[src/wsa_pkg.sv]
// Constants and types for the warm-start activation sequencer.
// Assumes a single 100 MHz clock and a symbol strobe from the line timing.
package wsa_pkg;
    localparam longint CLK_HZ = 100_000_000;
    localparam longint MS_PER_S = 1000;
    localparam longint CYC_PER_MS = CLK_HZ / MS_PER_S;
    localparam longint SEC_PER_MIN = 60;
    // Nominal durations in ms (ACTIVE_MIN_MIN in minutes); tolerance is +-2 ms, nominal is used
    localparam longint REMOTE_WAKEUP_MS = 12;
    localparam longint CENTRAL_WAKEUP_MS = 20;
    localparam longint GUARD_GAP_MS = 6;
    localparam longint REMOTE_HDX_MS = 40;
    localparam longint CENTRAL_SEG_MIN_MS = 100;
    localparam longint MAX_ACTIVATION_MS = 500;
    localparam longint ACTIVE_MIN_MIN = 5;
    // Defined elsewhere in the system; plain defaults
    localparam longint SILENCE_DEF_MS = 100;
    localparam longint PAYLOAD_DEF_MS = 10;
    localparam int TW = 40;
    localparam int SW = 9;
    localparam logic [SW-1:0] READY_SYMS = 9'h100;
    localparam int DATA_START_MAX_SYMS = 200;
    localparam logic [3:0] IDX_ZERO = 4'h3;
    localparam logic [3:0] IDX_ONE = 4'h8;
    localparam int SCR_LEN = 23;
    localparam int SCR_TAP = 18;
    localparam logic [SCR_LEN-1:0] SCR_SEED = 23'h000001;
    localparam int SET_W = 32;

    typedef enum logic [9:0] {
        S_IDLE   = 10'h001,
        S_WAKE   = 10'h002,
        S_LISTEN = 10'h004,
        S_GUARD  = 10'h008,
        S_HDX    = 10'h010,
        S_GAP    = 10'h020,
        S_TRAIN  = 10'h040,
        S_READY  = 10'h080,
        S_DATA   = 10'h100,
        S_EXCEPT = 10'h200
    } state_t;

    typedef enum logic [2:0] {
        TX_SILENT = 3'h0,
        TX_TONE_R = 3'h1,
        TX_TONE_C = 3'h2,
        TX_PAM    = 3'h3,
        TX_DATA   = 3'h4
    } tx_kind_t;

    typedef struct packed {
        tx_kind_t kind;
        logic bit_val;
        logic [3:0] index;
    } tx_sym_t;

    typedef struct packed {
        logic far_active;
        logic far_ready;
        logic local_ready;
        logic abnormal;
    } line_ev_t;
endpackage

[src/warm_start_seq.sv]
// Warm-start activation sequencer for either end of the loop.
// Assumes line detectors and the symbol strobe are synchronous to MCLK.
module warm_start_seq #(
    parameter logic [wsa_pkg::TW-1:0] T_RWAKE =
        wsa_pkg::TW'(wsa_pkg::REMOTE_WAKEUP_MS * wsa_pkg::CYC_PER_MS),
    parameter logic [wsa_pkg::TW-1:0] T_CWAKE =
        wsa_pkg::TW'(wsa_pkg::CENTRAL_WAKEUP_MS * wsa_pkg::CYC_PER_MS),
    parameter logic [wsa_pkg::TW-1:0] T_GUARD =
        wsa_pkg::TW'(wsa_pkg::GUARD_GAP_MS * wsa_pkg::CYC_PER_MS),
    parameter logic [wsa_pkg::TW-1:0] T_HDX =
        wsa_pkg::TW'(wsa_pkg::REMOTE_HDX_MS * wsa_pkg::CYC_PER_MS),
    parameter logic [wsa_pkg::TW-1:0] T_SEG =
        wsa_pkg::TW'(wsa_pkg::CENTRAL_SEG_MIN_MS * wsa_pkg::CYC_PER_MS),
    parameter logic [wsa_pkg::TW-1:0] T_MAX =
        wsa_pkg::TW'(wsa_pkg::MAX_ACTIVATION_MS * wsa_pkg::CYC_PER_MS),
    parameter logic [wsa_pkg::TW-1:0] T_ACTIVE =
        wsa_pkg::TW'(wsa_pkg::ACTIVE_MIN_MIN * wsa_pkg::SEC_PER_MIN
        * wsa_pkg::MS_PER_S * wsa_pkg::CYC_PER_MS),
    parameter logic [wsa_pkg::TW-1:0] T_SILENCE =
        wsa_pkg::TW'(wsa_pkg::SILENCE_DEF_MS * wsa_pkg::CYC_PER_MS),
    parameter logic [wsa_pkg::TW-1:0] T_PAYLOAD =
        wsa_pkg::TW'(wsa_pkg::PAYLOAD_DEF_MS * wsa_pkg::CYC_PER_MS)
) (
    input wire logic MCLK, // 100 MHz clock
    input wire logic SYS_RST, // Synchronous reset, active high
    input wire logic IS_CENTRAL, // 1 = central-side unit, 0 = remote
    input wire logic START, // Local warm-start request pulse
    input wire logic SYM_TICK, // One pulse per data-mode symbol
    input wire wsa_pkg::line_ev_t LINE_EV, // Line detectors and status
    input wire logic DEACT_REQ, // Deactivation request from link layer
    input wire logic SAVE, // Store settings pulse, honoured in idle or data
    input wire logic [wsa_pkg::SET_W-1:0] SETTINGS_IN, // Settings to store
    output wsa_pkg::tx_sym_t TX, // Transmit signal selection and symbol
    output logic DATA_MODE, // Data-mode frames are being sent
    output logic PAYLOAD_VALID, // Payload data in frames is valid
    output logic COLD_START, // One-cycle pulse: start pre-activation
    output logic DEACT_OK, // Minimum active time has elapsed
    output logic SETTINGS_VALID, // Stored settings usable
    output logic [wsa_pkg::SET_W-1:0] SETTINGS_OUT // Stored settings
);
    wsa_pkg::state_t state_q, state_d;
    logic [wsa_pkg::TW-1:0] tmr_q, act_q, live_q, pay_q;
    logic [wsa_pkg::SW-1:0] sym_q;
    logic [wsa_pkg::SCR_LEN-1:0] scr_q;
    logic seen_q, cold_q, pam, scr_in, timeout, s_bit;

    function automatic logic reached(input logic [wsa_pkg::TW-1:0] t,
                                     input logic [wsa_pkg::TW-1:0] lim);
        reached = ({1'b0, t} + 1'b1) >= {1'b0, lim};
    endfunction

    assign pam = state_q inside {wsa_pkg::S_HDX, wsa_pkg::S_TRAIN,
                                 wsa_pkg::S_READY};
    assign scr_in = (state_q != wsa_pkg::S_READY);
    assign s_bit = scr_in ^ scr_q[wsa_pkg::SCR_TAP-1]
                   ^ scr_q[wsa_pkg::SCR_LEN-1];
    assign timeout = reached(act_q, T_MAX);

    always_comb begin
        state_d = state_q;
        unique case (state_q)
            wsa_pkg::S_IDLE: begin
                if (SETTINGS_VALID && START) begin
                    state_d = wsa_pkg::S_WAKE;
                end else if (SETTINGS_VALID && LINE_EV.far_active) begin
                    state_d = IS_CENTRAL ? wsa_pkg::S_WAKE
                                         : wsa_pkg::S_LISTEN;
                end
            end
            wsa_pkg::S_WAKE: begin
                if (reached(tmr_q, IS_CENTRAL ? T_CWAKE : T_RWAKE)) begin
                    state_d = wsa_pkg::S_LISTEN;
                end
            end
            wsa_pkg::S_LISTEN: begin
                if (seen_q && !LINE_EV.far_active) begin
                    state_d = wsa_pkg::S_GUARD;
                end
            end
            wsa_pkg::S_GUARD: begin
                if (reached(tmr_q, T_GUARD)) begin
                    state_d = IS_CENTRAL ? wsa_pkg::S_TRAIN
                                         : wsa_pkg::S_HDX;
                end
            end
            wsa_pkg::S_HDX: begin
                if (reached(tmr_q, T_HDX)) begin
                    state_d = wsa_pkg::S_GAP;
                end
            end
            wsa_pkg::S_GAP: begin
                if (reached(tmr_q, T_GUARD + T_SEG)) begin
                    state_d = wsa_pkg::S_TRAIN;
                end
            end
            wsa_pkg::S_TRAIN: begin
                if (IS_CENTRAL ? (reached(tmr_q, T_SEG) && LINE_EV.local_ready
                                  && LINE_EV.far_ready)
                               : LINE_EV.local_ready) begin
                    state_d = wsa_pkg::S_READY;
                end
            end
            wsa_pkg::S_READY: begin
                if (IS_CENTRAL ? (sym_q == wsa_pkg::READY_SYMS)
                               : (seen_q && !LINE_EV.far_ready)) begin
                    state_d = wsa_pkg::S_DATA;
                end
            end
            wsa_pkg::S_DATA: begin
                if (DEACT_REQ && DEACT_OK) begin
                    state_d = wsa_pkg::S_IDLE;
                end
            end
            wsa_pkg::S_EXCEPT: begin
                if (reached(tmr_q, T_SILENCE) && !LINE_EV.far_active) begin
                    state_d = wsa_pkg::S_IDLE;
                end
            end
        endcase
        if (!(state_q inside {wsa_pkg::S_IDLE, wsa_pkg::S_DATA,
                              wsa_pkg::S_EXCEPT})
            && (timeout || LINE_EV.abnormal)) begin
            state_d = wsa_pkg::S_EXCEPT;
        end
    end

    always_ff @(posedge MCLK) begin
        if (SYS_RST) begin
            state_q <= wsa_pkg::S_IDLE;
            tmr_q <= '0;
        end else begin
            state_q <= state_d;
            tmr_q <= (state_d != state_q) ? '0 : tmr_q + 1'b1;
        end
    end

    // Watchdog runs across the whole sequence, not per state
    always_ff @(posedge MCLK) begin
        if (SYS_RST || state_q inside {wsa_pkg::S_IDLE, wsa_pkg::S_DATA,
                                       wsa_pkg::S_EXCEPT}) begin
            act_q <= '0;
        end else begin
            act_q <= act_q + 1'b1;
        end
    end

    // One flag serves both listen and remote ready: far signal seen
    always_ff @(posedge MCLK) begin
        if (SYS_RST) begin
            seen_q <= 1'b0;
        end else if (state_d != state_q) begin
            seen_q <= (state_d == wsa_pkg::S_LISTEN) && LINE_EV.far_active;
        end else if (state_q == wsa_pkg::S_LISTEN && LINE_EV.far_active) begin
            seen_q <= 1'b1;
        end else if (state_q == wsa_pkg::S_READY && LINE_EV.far_ready) begin
            seen_q <= 1'b1;
        end
    end

    always_ff @(posedge MCLK) begin
        if (SYS_RST || state_q != wsa_pkg::S_READY) begin
            sym_q <= '0;
        end else if (SYM_TICK && sym_q != wsa_pkg::READY_SYMS) begin
            sym_q <= sym_q + 1'b1;
        end
    end

    // Scrambler advances one bit per symbol while training or the ready signal is sent
    always_ff @(posedge MCLK) begin
        if (SYS_RST) begin
            scr_q <= wsa_pkg::SCR_SEED;
        end else if (pam && SYM_TICK) begin
            scr_q <= {scr_q[wsa_pkg::SCR_LEN-2:0], s_bit};
        end
    end

    always_ff @(posedge MCLK) begin
        if (SYS_RST) begin
            TX <= '{wsa_pkg::TX_SILENT, 1'b0, wsa_pkg::IDX_ZERO};
        end else begin
            TX.bit_val <= s_bit;
            TX.index <= s_bit ? wsa_pkg::IDX_ONE : wsa_pkg::IDX_ZERO;
            unique case (1'b1)
                state_q == wsa_pkg::S_WAKE:
                    TX.kind <= IS_CENTRAL ? wsa_pkg::TX_TONE_C
                                          : wsa_pkg::TX_TONE_R;
                pam: TX.kind <= wsa_pkg::TX_PAM;
                state_q == wsa_pkg::S_DATA: TX.kind <= wsa_pkg::TX_DATA;
                default: TX.kind <= wsa_pkg::TX_SILENT;
            endcase
        end
    end

    always_ff @(posedge MCLK) begin
        if (SYS_RST || state_q != wsa_pkg::S_DATA) begin
            pay_q <= '0;
            live_q <= '0;
            DATA_MODE <= 1'b0;
            PAYLOAD_VALID <= 1'b0;
            DEACT_OK <= 1'b0;
        end else begin
            DATA_MODE <= 1'b1;
            // Intervals run from the first data symbol on the line, so
            // neither flag can come a cycle early
            if (DATA_MODE && !PAYLOAD_VALID) begin
                pay_q <= pay_q + 1'b1;
            end
            PAYLOAD_VALID <= DATA_MODE && reached(pay_q, T_PAYLOAD);
            if (DATA_MODE && !DEACT_OK) begin
                live_q <= live_q + 1'b1;
            end
            DEACT_OK <= DATA_MODE && reached(live_q, T_ACTIVE);
        end
    end

    // Settings from a good activation feed the next warm-start
    always_ff @(posedge MCLK) begin
        if (SYS_RST) begin
            SETTINGS_VALID <= 1'b0;
            SETTINGS_OUT <= '0;
            cold_q <= 1'b0;
        end else begin
            cold_q <= (state_q == wsa_pkg::S_EXCEPT
                       && state_d == wsa_pkg::S_IDLE)
                      || (state_q == wsa_pkg::S_IDLE && START
                          && !SETTINGS_VALID);
            // A cold-start link runs while this block idles; its settings
            // must be storable too, or no warm-start could ever begin
            if ((state_q == wsa_pkg::S_DATA || state_q == wsa_pkg::S_IDLE)
                && SAVE) begin
                SETTINGS_VALID <= 1'b1;
                SETTINGS_OUT <= SETTINGS_IN;
            end else if (state_q == wsa_pkg::S_EXCEPT) begin
                SETTINGS_VALID <= 1'b0;
            end
        end
    end
    assign COLD_START = cold_q;
endmodule

[config.mk]
export PLATFORM = sky130hd
export DESIGN_NAME = warm_start_seq
export DESIGN_NICKNAME = d
export VERILOG_FILES = /design/src/wsa_pkg.sv /design/src/warm_start_seq.sv
export SDC_FILE = /design/constraint.sdc
export NUM_CORES = 1
export LEC_CHECK = 0
export CELL_PAD_IN_SITES_DETAIL_PLACEMENT = 1
export CELL_PAD_IN_SITES_GLOBAL_PLACEMENT = 2
export CORE_ASPECT_RATIO = 0.9
export CORE_UTILIZATION = 39
export CTS_CLUSTER_DIAMETER = 150
export CTS_CLUSTER_SIZE = 8
export DETAILED_ROUTE_END_ITERATION = 8
export DONT_BUFFER_PORTS = 1
export GPL_ROUTABILITY_DRIVEN = 0
export HOLD_SLACK_MARGIN = 0.06
export PLACE_DENSITY_LB_ADDON = 0.1
export SLEW_MARGIN = 20
export SYNTH_ARGS = -nofsm -noshare
export SYNTH_HDL_FRONTEND = slang
export SYNTH_SLANG_ARGS = --single-unit
[constraint.sdc]
create_clock -name MCLK -period 10.2 [get_ports MCLK]
set_input_delay 0 -clock MCLK [delete_from_list [all_inputs] [get_ports MCLK]]
set_output_delay 0 -clock MCLK [all_outputs]
set_load 0.05 [all_outputs]
==> reports/metrics.cfg <==
[status]
status = finished, final reports clean

[synth]
synth_warnings = 0
synth_xor_xnor_area_share = 0.1163
synth_cell_types = 79
synth-simple-area-share = 0.3304
synth_edf_count = 0
synth_top_family_by_area = simple AND/OR/NAND/NOR gates
syn_nets = 1792
ys_seq_elements = 245
synth_compound_area_frac = 0.1088
muxShareOfSynthArea = 0.03113
async_reset_ff_frac = 0
syn_area_um2 = 13630
netlist_instances = 1734
seq_area_frac_synth = 0.3600
syn_avg_cell_area_um2 = 7.858
synth_adder_area_share = 0.01377
synth_ff_type = dfxtp_1

[drt]
wl_per_cell_um = 17.96
routed_via_density = 5.641
drtPass1Iterations = 5
drc_errors = 0
routed_wl_um = 39490
detail-route-antenna-nets = 0
vias = 12410
drt-initial-drc-count = 547

[setup_path]
cp_top_family = simple AND/OR/NAND/NOR gates
crit_fanout = 15
timing.rr.start = tmr_q[0]$_SDFF_PP0_
crit_start = tmr_q[0]$_SDFF_PP0_
critPathRequiredTime_ps = 10660
path_common_cell = dlygate4sd3_1
cpPeakStageDelay_ps = 620
arrival_ps = 5710
cp.buffers_inverters = 2
cpMaxStageDelayCell = nor4bb_1
start_kind = register
worstSetupEndpointType = register
worstPathCellList = ha_1 > nand4_1 > nor4bb_1 > nor3_1 > o21ai_0 > or3_4 > o31ai_1 > a2111oi_0 > dlygate4sd3_1 > o21bai_1 > or2_2 > dlygate4sd3_1 > nor2_1
critPathKind = reg -> reg

[sta]
timing.final.crit_share = 0.5145
slew_headroom = 0.3712
hold_violations = 0
setup_viol = 0
worstMarginPinSlew_ps = 941.8
fin_setup_tns_ps = 0
finalCriticalPeriod_ps = 5248
layout_setup_ws_ps = 4952
rsz0062_at_grt = false
slew_violations = 0
fin_worst_skew_ps = 22.19
timing.fmax_mhz = 190.6

[global_routing]
gr-total-overflow = 0
grt_pass1_vias = 12340
antenna_found_initial = 0
grt_start_max_net_pins = 84
grt_pass1_wl_um = 64070
grt_use_total = 0.2200

[final_layout]
fillers = 4156
stdcell_count = 2199
final-seq-area_um2 = 4905
drive_above_1_share = 0.04666
multiInputGateArea_um2 = 8195
postLayoutCellArea_um2 = 15350
fin_util = 0.4488
areaGrowthSynthToFinish_pct = 12.64
layout.nets = 1792

[floorplanning]
die_y_um = 179.3
dieArea_um2 = 35690
start_util = 0.3985
io_pins = 88
die_w_um = 199.0
row_count = 64
core-area_um2 = 34190

[placement]
dp_hpwl_um = 26050
pre_cts_ws_ps = 5145
io_buffers = 0
placed_area_um2 = 13860
dp_cells = 2107

[clocking]
clk_path_buf_depth = 3
path_clk_slew_ps = 60
clock_latency_ps = 530
cts_made_buffers = 36
postCtsSetupBuffers = 0
cts.repair.resized = 0
cts_tree = yes
cts_root_buffer = clkbuf_16
htreeDepth = 2
cts.sinks = 245

[worst_hold_path]
min-delay-start = IS_CENTRAL
hp-class = in -> reg

[power_and_ir_drop]
p_per_area_nw_per_um2 = 189.8
p_leak_nw = 5.093
peakVddDrop_v = 0.0001419

[run]
maxCapViolCount = 0

[registers in the layout (all words and copies together), names as in the netlist, 5 cells and up]
| name | cells |
|---|---|
| scr_q | 23 |
| SETTINGS_OUT | 32 |
| act_q | 40 |
| pay_q | 40 |
| tmr_q | 40 |
| state_q | 10 |
| sym_q | 9 |
| live_q | 40 |
| TX | 5 |
[worst paths after layout]
path / to / slack, ps / cells after the start
min reg2reg: scr_q[20]$_SDFFE_PP0P_ / 450 / 2
max: state_q[7]$_SDFF_PP0_ / 4950 / 13
max reg2reg: state_q[7]$_SDFF_PP0_ / 4950 / 13
min: seen_q$_SDFFE_PP0P_ / 100 / 5
[cell usage after synthesis, types with 4 or more instances]
cell type    n  area share
buf_2       14      0.0051
nand2b_1    13      0.0060
xor2_1      99       0.064
and4_1      24       0.015
nand4_1     51       0.023
o22ai_1      6      0.0028
or2_2        6      0.0028
o31ai_1      8      0.0044
nor2b_1      5      0.0023
nand2_1    192       0.053
nor3_1     103       0.038
nor4_1      28       0.013
xnor2_1     82       0.053
a31oi_1      8      0.0037
and3_1      41       0.019
nand3_1     92       0.034
ha_1        15       0.014
a21oi_1     65       0.024
nand4b_1     4      0.0026
o21bai_1     5      0.0028
a32oi_1      8      0.0051
dfxtp_1    245        0.36
a211o_1      7      0.0045
nor2_1     241       0.066
a211oi_1     7      0.0039
a21o_1       4      0.0022
o21ai_0     41       0.015
a2111oi_0    6      0.0039
mux2i_1     39       0.029
o211ai_1     8      0.0044
or3_1       31       0.014
o2111ai_1    5      0.0032
buf_4        5      0.0028
nor4b_1     12      0.0077
or3_4        4      0.0033
or4_1        9      0.0050
nor3b_1      6      0.0033
inv_1       37       0.010
nand3b_1     8      0.0044
and2_1      11      0.0051
clkbuf_1    74       0.020
[final cells by class]
class,instances,area share
Sequential cell,245,0.3196
Inverter,38,0.009294
Clock inverter,4,0.003261
Antenna cell,1,0.0001631
Multi-Input combinational cell,1356,0.5340
Timing Repair Buffer,57,0.03734
Tap cell,462,0.03767
Clock buffer,36,0.05870
[cells in the final DEF, fill, tap and decap left out, types with 37 or more instances in the layout]
cell and instances:
a21oi_1 65, and3_1 41, dfxtp_1 245, dlygate4sd3_1 50, inv_1 37, mux2i_1 39, nand2_1 192, nand3_1 92
nand4_1 51, nor2_1 240, nor3_1 103, o21ai_0 41, xnor2_1 82, xor2_1 99
[repair_timing]
action,4_1_cts,5_1_grt
hold buffers,51,0
setup endpoints to repair,0,0
endpoints found under the hold margin,81,0
[worst register-to-register path: cells and delay by family, from the launching register on]
kind	cells	cell delay (ps)
buffers and inverters	2	1170
AO/OA/AOI/OAI	4	1190
flip-flops	1	450
adder cells (fa/ha/maj)	1	570
AND/OR/NAND/NOR	6	1800
[where the power goes]
group | switching, mW | internal, mW
sequential | 0.217 | 1.02
combinational | 0.408 | 0.213
clock | 0.432 | 0.627
total | 1.06 | 1.86
[through the flow]
stage          hold WS (ps)  power [mW]
4_1_cts               64.05       2.944
6_report              97.61       2.914
2_1_floorplan         140.5       1.683
3_3_place_gp          102.4       1.817
5_1_grt               129.1       3.053
3_5_place_dp          103.2       1.826
[routing by layer]
layer,vias up,track usage,share of wire
met5,-,0,0
met4,0,0.07821,0.027
met3,77,0.03518,0.035
met2,184,0.3686,0.47
met1,6032,0.2851,0.46
li1,6112,-,-
[logic make-up (layout without fill, tap and decap cells)]
kind of cell	Yosys count	count (layout)
simple gates	896	896
flops	245	245
compound gates	221	221
xor+xnor	181	181
buf+inv	133	135
mux	42	42
fa+ha+maj	15	15
other cells	1	2
Power figures use the tool's default switching activity.
